==> src/irq_vec_pkg.sv <==
// package: constants and types for interrupt priority and vectoring
package irq_vec_pkg;
    // vector pair addresses (high byte address of pair)
    localparam logic [15:0] VEC_RESET = 16'hFFFE;
    localparam logic [15:0] VEC_CLKMON = 16'hFFFC;
    localparam logic [15:0] VEC_WDOG = 16'hFFFA;
    localparam logic [15:0] VEC_ILLOP = 16'hFFF8;
    localparam logic [15:0] VEC_SWTRAP = 16'hFFF6;
    localparam logic [15:0] VEC_PNMI = 16'hFFF4;
    localparam logic [15:0] VEC_EXTIRQ = 16'hFFF2;
    localparam logic [15:0] VEC_PERIODIC = 16'hFFF0;
    localparam logic [15:0] VEC_TIMER_BASE = 16'hFFE0;
    localparam logic [15:0] VEC_TOF = 16'hFFDE;
    localparam logic [15:0] VEC_PAOV = 16'hFFDC;
    localparam logic [15:0] VEC_PAEDGE = 16'hFFDA;
    localparam logic [15:0] VEC_SPI = 16'hFFD8;
    localparam logic [15:0] VEC_SCI = 16'hFFD6;
    // maskable source count and select field
    localparam int NUM_MASKABLE = 15;
    localparam logic [3:0] PSEL_RESET = 4'h5;
    localparam logic [3:0] PSEL_RESERVED = 4'h5;
    localparam logic [3:0] PSEL_EXTIRQ = 4'h6;
    localparam int SCI_ENABLES = 5;
    // periodic divider exponents
    localparam int PER_EXP_MIN = 13;
    localparam int PER_DIV_W = 16;
    // status of the resolved request
    typedef struct packed {
        logic valid;
        logic [15:0] addr;
        logic sets_x;
        logic sets_i;
    } vector_s;
endpackage

==> src/mcu_interrupt_priority_vectoring.sv <==
// interrupt priority resolution, mask bits and vector generation
// Contract
// - seventeen hardware sources plus one software trap besides resets
// - fifteen sources blocked while the I mask bit is set
// - each on-chip source has a local enable gating its request
// - pin NMI blocked at reset and after its entry; traps unmaskable
// - reset FFFE, clock monitor FFFC, watchdog FFFA, gated by enables
// - illegal op FFF8, trap FFF6, pin NMI FFF4 masked by X only
// - external pin FFF2, periodic FFF0, timers FFE0-FFEF, overflow FFDE
// - serial FFD6 five enables, sync serial FFD8, edge FFDA
// - software trap sets I, waits for no pending, blocks until handler
// - undefined opcode detection raises illegal-opcode vector
// - periodic interrupt at E over 2^13..2^16, gated by I and enable
// - reset sets X and I
// - X cleared by transfer; only entry or reset sets it (return here loads stacked X, so it can also set X)
// - pin NMI beats every I-maskable source
// - maskable entry sets I after stacking, X unchanged
// - pin NMI entry sets X and I
// - return restores X and I to pre-entry values
// - unmaskable order: reset, monitor, watchdog, illegal, trap, pin
// - after trap fetch no non-reset source until its vector fetch
// - one promoted source; select written only while I is set
// - promoted source keeps enables, I mask and its own vector
// - select resets to 0101, meaning external pin promoted
// - select codes follow encoding 0000 overflow to 1111 compare 4
`timescale 1ns/1ps
module mcu_interrupt_priority_vectoring (
    input wire logic i_core_clk, // E clock
    input wire logic i_rstn, // synchronous reset, active low
    input wire logic i_ext_reset, // external reset request
    input wire logic i_clk_fail, // clock monitor failure
    input wire logic i_clk_monitor_enable, // clock monitor enable
    input wire logic i_wd_fail, // watchdog timeout
    input wire logic i_watchdog_disable, // watchdog disable
    input wire logic i_illegal_op, // illegal opcode detected
    input wire logic i_software_trap, // trap opcode fetched
    input wire logic i_pseudo_nmi_pin_n, // pin NMI, active low level
    input wire logic i_ext_irq_n, // external maskable pin, active low
    input wire logic [14:0] i_src_req, // per-source flags, select-code order
    input wire logic [14:0] i_src_en, // per-source local enables
    input wire logic [4:0] i_sci_req, // serial sub-flags
    input wire logic [4:0] i_sci_en, // serial sub-enables
    input wire logic [1:0] i_periodic_rate, // periodic divide select
    input wire logic i_periodic_int_enable, // periodic local enable
    input wire logic i_periodic_clr, // clear periodic flag
    input wire logic i_boundary, // instruction boundary
    input wire logic i_vec_fetched, // vector fetch done, entry complete
    input wire logic i_handler_first_done, // first handler instruction done
    input wire logic i_ccr_wr, // accumulator to condition code transfer
    input wire logic [1:0] i_ccr_wr_xi, // written X,I
    input wire logic i_return, // return from interrupt pulls X,I
    input wire logic [1:0] i_return_xi, // stacked X,I
    input wire logic i_psel_wr, // priority select write
    input wire logic [3:0] i_psel_data, // priority select data
    output logic o_x_bit, // condition code X
    output logic o_i_bit, // condition code I
    output logic [3:0] o_promoted_source_code, // priority select field
    output logic o_periodic_flag, // periodic interrupt flag
    output logic o_vec_valid, // vector presented
    output logic [15:0] o_vec_addr, // vector pair address
    output logic o_trap_blocked // trap may not start, request pending
);
    logic x_r;
    logic i_r;
    logic [3:0] psel_r;
    logic [15:0] div_r;
    logic per_flag_r;
    logic trap_lock_r;
    logic handler_lock_r;
    irq_vec_pkg::vector_s vec_r;
    irq_vec_pkg::vector_s vec_nxt;
    // maskable request vector indexed by select code
    logic [14:0] mreq;
    logic [15:0] code_req;
    logic [15:0] code_vec [0:15];
    logic sci_any;
    logic per_tick;
    logic [15:0] tick_mask;
    logic per_code_req;
    logic clkmon_req;
    logic wd_req;
    logic pnmi_req;
    logic any_mask;
    logic promo_req;
    logic [3:0] promo_code;
    logic [3:0] fixed_code;
    logic fixed_found;
    assign sci_any = |(i_sci_req & i_sci_en);
    assign tick_mask = (16'h0001 << (irq_vec_pkg::PER_EXP_MIN + i_periodic_rate)) - 16'h0001;
    assign per_tick = ((div_r & tick_mask) == tick_mask);
    assign per_code_req = per_flag_r & i_periodic_int_enable;
    genvar g;
    generate
        for (g = 0; g < irq_vec_pkg::NUM_MASKABLE; g++)
        begin : g_req
            if (g == 4)
            begin : g_sci
                assign mreq[g] = sci_any;
            end
            else if (g == 5)
            begin : g_rsv
                assign mreq[g] = 1'b0;
            end
            else if (g == 6)
            begin : g_irq
                // external pin has no local mask
                assign mreq[g] = ~i_ext_irq_n;
            end
            else if (g == 7)
            begin : g_per
                assign mreq[g] = per_code_req;
            end
            else
            begin : g_loc
                assign mreq[g] = i_src_req[g] & i_src_en[g];
            end
        end
    endgenerate
    // request per select code; codes 14 and 15 share the last timer input
    assign code_req = {i_src_req[14] & i_src_en[14], mreq};
    // seventeen hardware sources counted with the serial group
    // I bit gates all fifteen maskable slots
    assign any_mask = |code_req & ~i_r;
    assign code_vec[0] = irq_vec_pkg::VEC_TOF;
    assign code_vec[1] = irq_vec_pkg::VEC_PAOV;
    assign code_vec[2] = irq_vec_pkg::VEC_PAEDGE;
    assign code_vec[3] = irq_vec_pkg::VEC_SPI;
    assign code_vec[4] = irq_vec_pkg::VEC_SCI;
    assign code_vec[5] = irq_vec_pkg::VEC_EXTIRQ;
    assign code_vec[6] = irq_vec_pkg::VEC_EXTIRQ;
    assign code_vec[7] = irq_vec_pkg::VEC_PERIODIC;
    assign code_vec[8] = irq_vec_pkg::VEC_TIMER_BASE + 16'h000E;
    assign code_vec[9] = irq_vec_pkg::VEC_TIMER_BASE + 16'h000C;
    assign code_vec[10] = irq_vec_pkg::VEC_TIMER_BASE + 16'h000A;
    assign code_vec[11] = irq_vec_pkg::VEC_TIMER_BASE + 16'h0008;
    assign code_vec[12] = irq_vec_pkg::VEC_TIMER_BASE + 16'h0006;
    assign code_vec[13] = irq_vec_pkg::VEC_TIMER_BASE + 16'h0004;
    assign code_vec[14] = irq_vec_pkg::VEC_TIMER_BASE;
    assign code_vec[15] = irq_vec_pkg::VEC_TIMER_BASE + 16'h0002;
    assign promo_code = (psel_r == irq_vec_pkg::PSEL_RESERVED) ? irq_vec_pkg::PSEL_EXTIRQ : psel_r;
    // promoted slot keeps enable and own vector
    assign promo_req = code_req[promo_code];
    // fixed order among maskable: external pin, periodic, timers, then others
    always_comb
    begin
        fixed_code = 4'h0;
        fixed_found = 1'b0;
        if (mreq[6])
        begin
            fixed_code = 4'h6;
            fixed_found = 1'b1;
        end
        else if (mreq[7])
        begin
            fixed_code = 4'h7;
            fixed_found = 1'b1;
        end
        else
        begin
            for (int k = 8; k < 16; k++)
            begin
                if (!fixed_found && code_req[k])
                begin
                    fixed_code = 4'(k);
                    fixed_found = 1'b1;
                end
            end
            for (int k = 0; k < 5; k++)
            begin
                if (!fixed_found && mreq[k])
                begin
                    fixed_code = 4'(k);
                    fixed_found = 1'b1;
                end
            end
        end
    end
    assign clkmon_req = i_clk_fail & i_clk_monitor_enable;
    assign wd_req = i_wd_fail & ~i_watchdog_disable;
    // pin NMI masked only by X
    assign pnmi_req = ~i_pseudo_nmi_pin_n & ~x_r;
    assign o_trap_blocked = pnmi_req | any_mask | i_illegal_op | wd_req | clkmon_req;
    always_comb
    begin
        vec_nxt = vec_r;
        if (i_ext_reset)
            vec_nxt = '{1'b1, irq_vec_pkg::VEC_RESET, 1'b1, 1'b1};
        else if (clkmon_req)
            vec_nxt = '{1'b1, irq_vec_pkg::VEC_CLKMON, 1'b1, 1'b1};
        else if (wd_req)
            vec_nxt = '{1'b1, irq_vec_pkg::VEC_WDOG, 1'b1, 1'b1};
        else if (vec_r.valid || trap_lock_r || handler_lock_r)
            vec_nxt = vec_r;
        else if (!i_boundary)
            vec_nxt = vec_r;
        else if (i_illegal_op)
            vec_nxt = '{1'b1, irq_vec_pkg::VEC_ILLOP, 1'b0, 1'b1};
        else if (i_software_trap && !o_trap_blocked)
            vec_nxt = '{1'b1, irq_vec_pkg::VEC_SWTRAP, 1'b0, 1'b1};
        // pin NMI sets X and I
        else if (pnmi_req)
            vec_nxt = '{1'b1, irq_vec_pkg::VEC_PNMI, 1'b1, 1'b1};
        // promoted slot first; sets I only
        else if (!i_r && promo_req)
            vec_nxt = '{1'b1, code_vec[promo_code], 1'b0, 1'b1};
        else if (!i_r && fixed_found)
            vec_nxt = '{1'b1, code_vec[fixed_code], 1'b0, 1'b1};
        if (i_vec_fetched && vec_r.valid)
            vec_nxt.valid = 1'b0;
    end
    // presented vector register
    always_ff @(posedge i_core_clk)
    begin
        if (!i_rstn)
            vec_r <= '{1'b0, irq_vec_pkg::VEC_RESET, 1'b1, 1'b1};
        else
            vec_r <= vec_nxt;
    end
    // trap locks until vector and first instruction
    always_ff @(posedge i_core_clk)
    begin
        if (!i_rstn)
        begin
            trap_lock_r <= 1'b0;
            handler_lock_r <= 1'b0;
        end
        else
        begin
            trap_lock_r <= (vec_nxt.valid && vec_nxt.addr == irq_vec_pkg::VEC_SWTRAP)
                ? ~(i_vec_fetched & vec_r.valid) : 1'b0;
            if (i_vec_fetched && vec_r.valid && vec_r.addr == irq_vec_pkg::VEC_SWTRAP)
                handler_lock_r <= 1'b1;
            else if (i_handler_first_done)
                handler_lock_r <= 1'b0;
        end
    end
    always_ff @(posedge i_core_clk)
    begin
        if (!i_rstn)
        begin
            x_r <= 1'b1;
            i_r <= 1'b1;
        end
        else if (i_vec_fetched && vec_r.valid)
        begin
            x_r <= x_r | vec_r.sets_x;
            i_r <= 1'b1;
        end
        else if (i_return)
        begin
            x_r <= i_return_xi[1];
            i_r <= i_return_xi[0];
        end
        else if (i_ccr_wr)
        begin
            x_r <= x_r & i_ccr_wr_xi[1];
            i_r <= i_ccr_wr_xi[0];
        end
    end
    // select write only with I set
    always_ff @(posedge i_core_clk)
    begin
        if (!i_rstn)
            psel_r <= irq_vec_pkg::PSEL_RESET;
        else if (i_psel_wr && i_r)
            psel_r <= i_psel_data;
    end
    // periodic divider and flag, set wins over clear
    always_ff @(posedge i_core_clk)
    begin
        if (!i_rstn)
        begin
            div_r <= 16'h0000;
            per_flag_r <= 1'b0;
        end
        else
        begin
            div_r <= div_r + 16'h0001;
            per_flag_r <= per_tick | (per_flag_r & ~i_periodic_clr);
        end
    end
    // outputs straight from the state registers
    assign o_x_bit = x_r;
    assign o_i_bit = i_r;
    assign o_promoted_source_code = psel_r;
    assign o_periodic_flag = per_flag_r;
    assign o_vec_valid = vec_r.valid;
    assign o_vec_addr = vec_r.addr;
endmodule

==> config.mk <==
export PLATFORM = sky130hd
export DESIGN_NAME = mcu_interrupt_priority_vectoring
export DESIGN_NICKNAME = d
export VERILOG_FILES = /design/src/irq_vec_pkg.sv /design/src/mcu_interrupt_priority_vectoring.sv
export SDC_FILE = /design/constraint.sdc
export NUM_CORES = 1
export LEC_CHECK = 0
export BUFFER_PORTS_ARGS = -buffer_cell sky130_fd_sc_hd__buf_2
export CAP_MARGIN = 10
export CORE_UTILIZATION = 45
export CTS_CLUSTER_DIAMETER = 120
export DETAILED_ROUTE_END_ITERATION = 10
export GPL_TIMING_DRIVEN = 0
export PLACE_DENSITY = 0.73
export SYNTH_ARGS = -nofsm -noshare
export SYNTH_HDL_FRONTEND = slang
export SYNTH_SLANG_ARGS = --single-unit
==> constraint.sdc <==
create_clock -name i_core_clk -period 2.7 [get_ports i_core_clk]
set_input_delay 0.135 -clock i_core_clk [delete_from_list [all_inputs] [get_ports i_core_clk]]
set_output_delay 0.135 -clock i_core_clk [all_outputs]
set_load 0.01 [all_outputs]
==> reports/metrics.cfg <==
[outcome]
status = completed

[synthesis]
synth_edf_count = 0
ys_ff_latch = 43
synthesis.area_sq_um = 2781
yosys_warnings = 0
synth_area_leaders = dfxtp_1, nand2_1, buf_4
yosysSeqAreaShare = 0.3095
yosys.area.top_type_share = 0.3095
yosysUniqueCellTypes = 68
syn_nets = 412
async_flop_share = 0
netlist_instances = 335
ys.flop_type = dfxtp_1
yosysTopAreaCell = dfxtp_1
synth_area_per_cell_sq_um = 8.303

[sta]
setup_viol = 0
rsz0062_at_grt = false
fin_skew_ns = 0.008366
slew_headroom = 0.6234
worst_slew_pin_slew_ns = 0.5506
fin_crit_sh = 0.9284
hold_violations = 0
worst_hold_slack_ns = 0.05023
max_freq_ghz = 0.3989
drv_slew = 0
layout_setup_ws_ns = 0.1932
min_period_ns = 2.507

[placed_design]
place_ws_ns = -0.01178
place_congestion = 0.8871
numPortBuffers = 85
dp_hpwl_um = 5259

[detailed_routing]
drtIter0Drc = 234
drc_errors = 0
finalWirelength_um = 6607
wl_per_cell_um = 13.11
dr.pass1.iters = 4
ant_nets = 0
vias_per_cell = 5.550
num_vias = 2797

[pwr]
internal_power_uw = 1020
combPwrFrac = 0.214
pwr-share-clk = 0.315
power-per-cell-area_nw_per_um2 = 413.5
peakVddDrop_mv = 0.2291
p_seq_frac = 0.471
p_switching_uw = 396.2
sw_frac_of_total = 0.2798
p_leak_uw = 0.001521

[cells_and_area]
diodes = 0
drive_gt1_frac = 0.3124
mostFrequentLayoutCell = buf_2
final_cell_mix = buf_2, dfxtp_1, nand2_1, nand3_1, buf_4
syn_to_final_growth_pct = 23.12
fin_nets = 505

[floorplanning]
io_pins = 94
fp-row-count = 28
die_h_um = 80.62
die_w_um = 80.62
fp.dieArea_sq_um = 6500
core-area_sq_um = 5956
start_util = 0.4670

[run]
max_cap_viol_count = 0

[critical_path]
critPathKind = reg -> reg
cp-start-kind = flip-flop
crit_required_ns = 2.90
cp.arrival_ns = 2.71
endpoint_kind = flip-flop
worstPathMaxFanout = 10

[clock_tree]
cts_tree = yes
cts-hold-fix-buffers = 0
clk_latency_ns = 0.29
clk_pin_slew_ns = 0.08
root_buffer = clkbuf_8
cts.path.max_buffers = 2
clock-sinks = 43
cts_buffers = 5
htree_levels = 2

[global_routing]
antenna_found_initial = 0
grt_use_total = 0.2114
grt_max_degree = 14
gr-total-overflow = 0
grt_pass1_vias = 2432
grt_pass1_wl_um = 10740

[min_path]
hp-class = in -> reg

-- repair_timing --
| item | in CTS | in global routing |
|---|---|---|
| setup buffers | 0 | 1 |
| pin swaps | 0 | 1 |
| gates resized for setup | 1 | 5 |
| setup endpoints to repair | 1 | 4 |
-- stage by stage --
step	instance area [sq um]	TNS, ns	total power (uW)	instances	util
finish	3425	0	1416	504	0.5750
floorplan	2781	0	863.8	335	-
detailed placement	3301	-0.01178	978.2	495	0.5542
CTS	3407	0	1428	503	0.5721
global route	3425	0	1511	504	0.5750
global placement	3301	-0.06112	975.0	495	0.5542
-- flip-flops by register name, indices dropped and copies added, names as in the netlist --
signal / cells
o_vec_valid: 1
handler_lock_r: 1
vec_r: 1
o_vec_addr: 16
div_r: 16
o_promoted_source_code: 4
o_i_bit: 1
trap_lock_r: 1
o_periodic_flag: 1
o_x_bit: 1
-- final cells by class --
class	count	area, sq um
well taps	75	93.84
multi-input cells	257	1707
clock inverters	1	7.507
flip-flops and latches	43	862.1
clock buffers	7	96.34
inverters	10	37.54
plain buffers	25	187.7
repair buffers	86	432.9
fillers	586	2531
-- cell usage after synthesis, drive strengths merged (4+ instances only) --
cell type / instances
nor3: 6
buf: 22
o221ai: 4
nor2b: 8
o21ai: 17
nand2: 40
a21boi: 5
o31ai: 6
nand4: 4
xnor2: 7
nand2b: 12
mux2i: 4
nand3: 21
or3: 5
nor2: 15
dfxtp: 43
a21oi: 7
nor4: 5
xor2: 4
and3: 9
inv: 10
and2: 15
ha: 8
-- layer usage --
| layer | global-route usage | part of all wire | vias to the layer above | routed length (um) |
|---|---|---|---|---|
| met2 | 0.3542 | 0.48 | 77 | 3150 |
| met3 | 0.03750 | 0.050 | 6 | 329 |
| li1 | - | - | 1396 | - |
| met4 | 0.05357 | 0.0085 | 0 | 56 |
| met5 | 0 | 0 | - | 0 |
| met1 | 0.2775 | 0.46 | 1318 | 3071 |
-- critical path: stages (launching register included) --
cell	delay [ns]
dfxtp_2	0.36
buf_4	0.18
inv_2	0.08
ha_2	0.19
and4b_1	0.19
o21ai_1	0.19
o2111ai_2	0.16
and4b_1	0.24
buf_6	0.13
a211o_1	0.28
a21oi_2	0.15
o211ai_1	0.10
nor4_2	0.16
-- kinds of logic (layout without fill, tap and decap cells) --
logic type,Yosys count,count (layout),share of synthesized area
flip-flops,43,43,0.3095
XOR/XNOR,11,11,0.03464
AND/OR/NAND/NOR,158,158,0.3216
AO/OA/AOI/OAI,74,74,0.2011
adder cells (fa/ha/maj),8,8,0.03599
buffers and inverters,35,129,0.08007
multiplexers,4,4,0.01440
other,2,2,0.002700
-- path summary, 6_finish.rpt --
path                            slack, ns                       from  cells past startpoint            end
worst min register to register       0.45                   div_r[0]                      1       div_r[0]
worst min-delay path                 0.05                i_ext_reset                      2  o_vec_addr[0]
worst max register to register       0.19  o_promoted_source_code[1]                     12    trap_lock_r
worst max-delay path                 0.19  o_promoted_source_code[1]                     12    trap_lock_r
-- power groups by stage --
stage	Sequential (uW)	Clock, uW	Combinational, uW
after floorplan	681	0	183
after global placement	682	0	293
after detailed placement	681	0	297
after CTS	667	463	299
after global routing	671	498	342
final	667	445	304
Note: power is estimated with default switching activity, not from simulation.
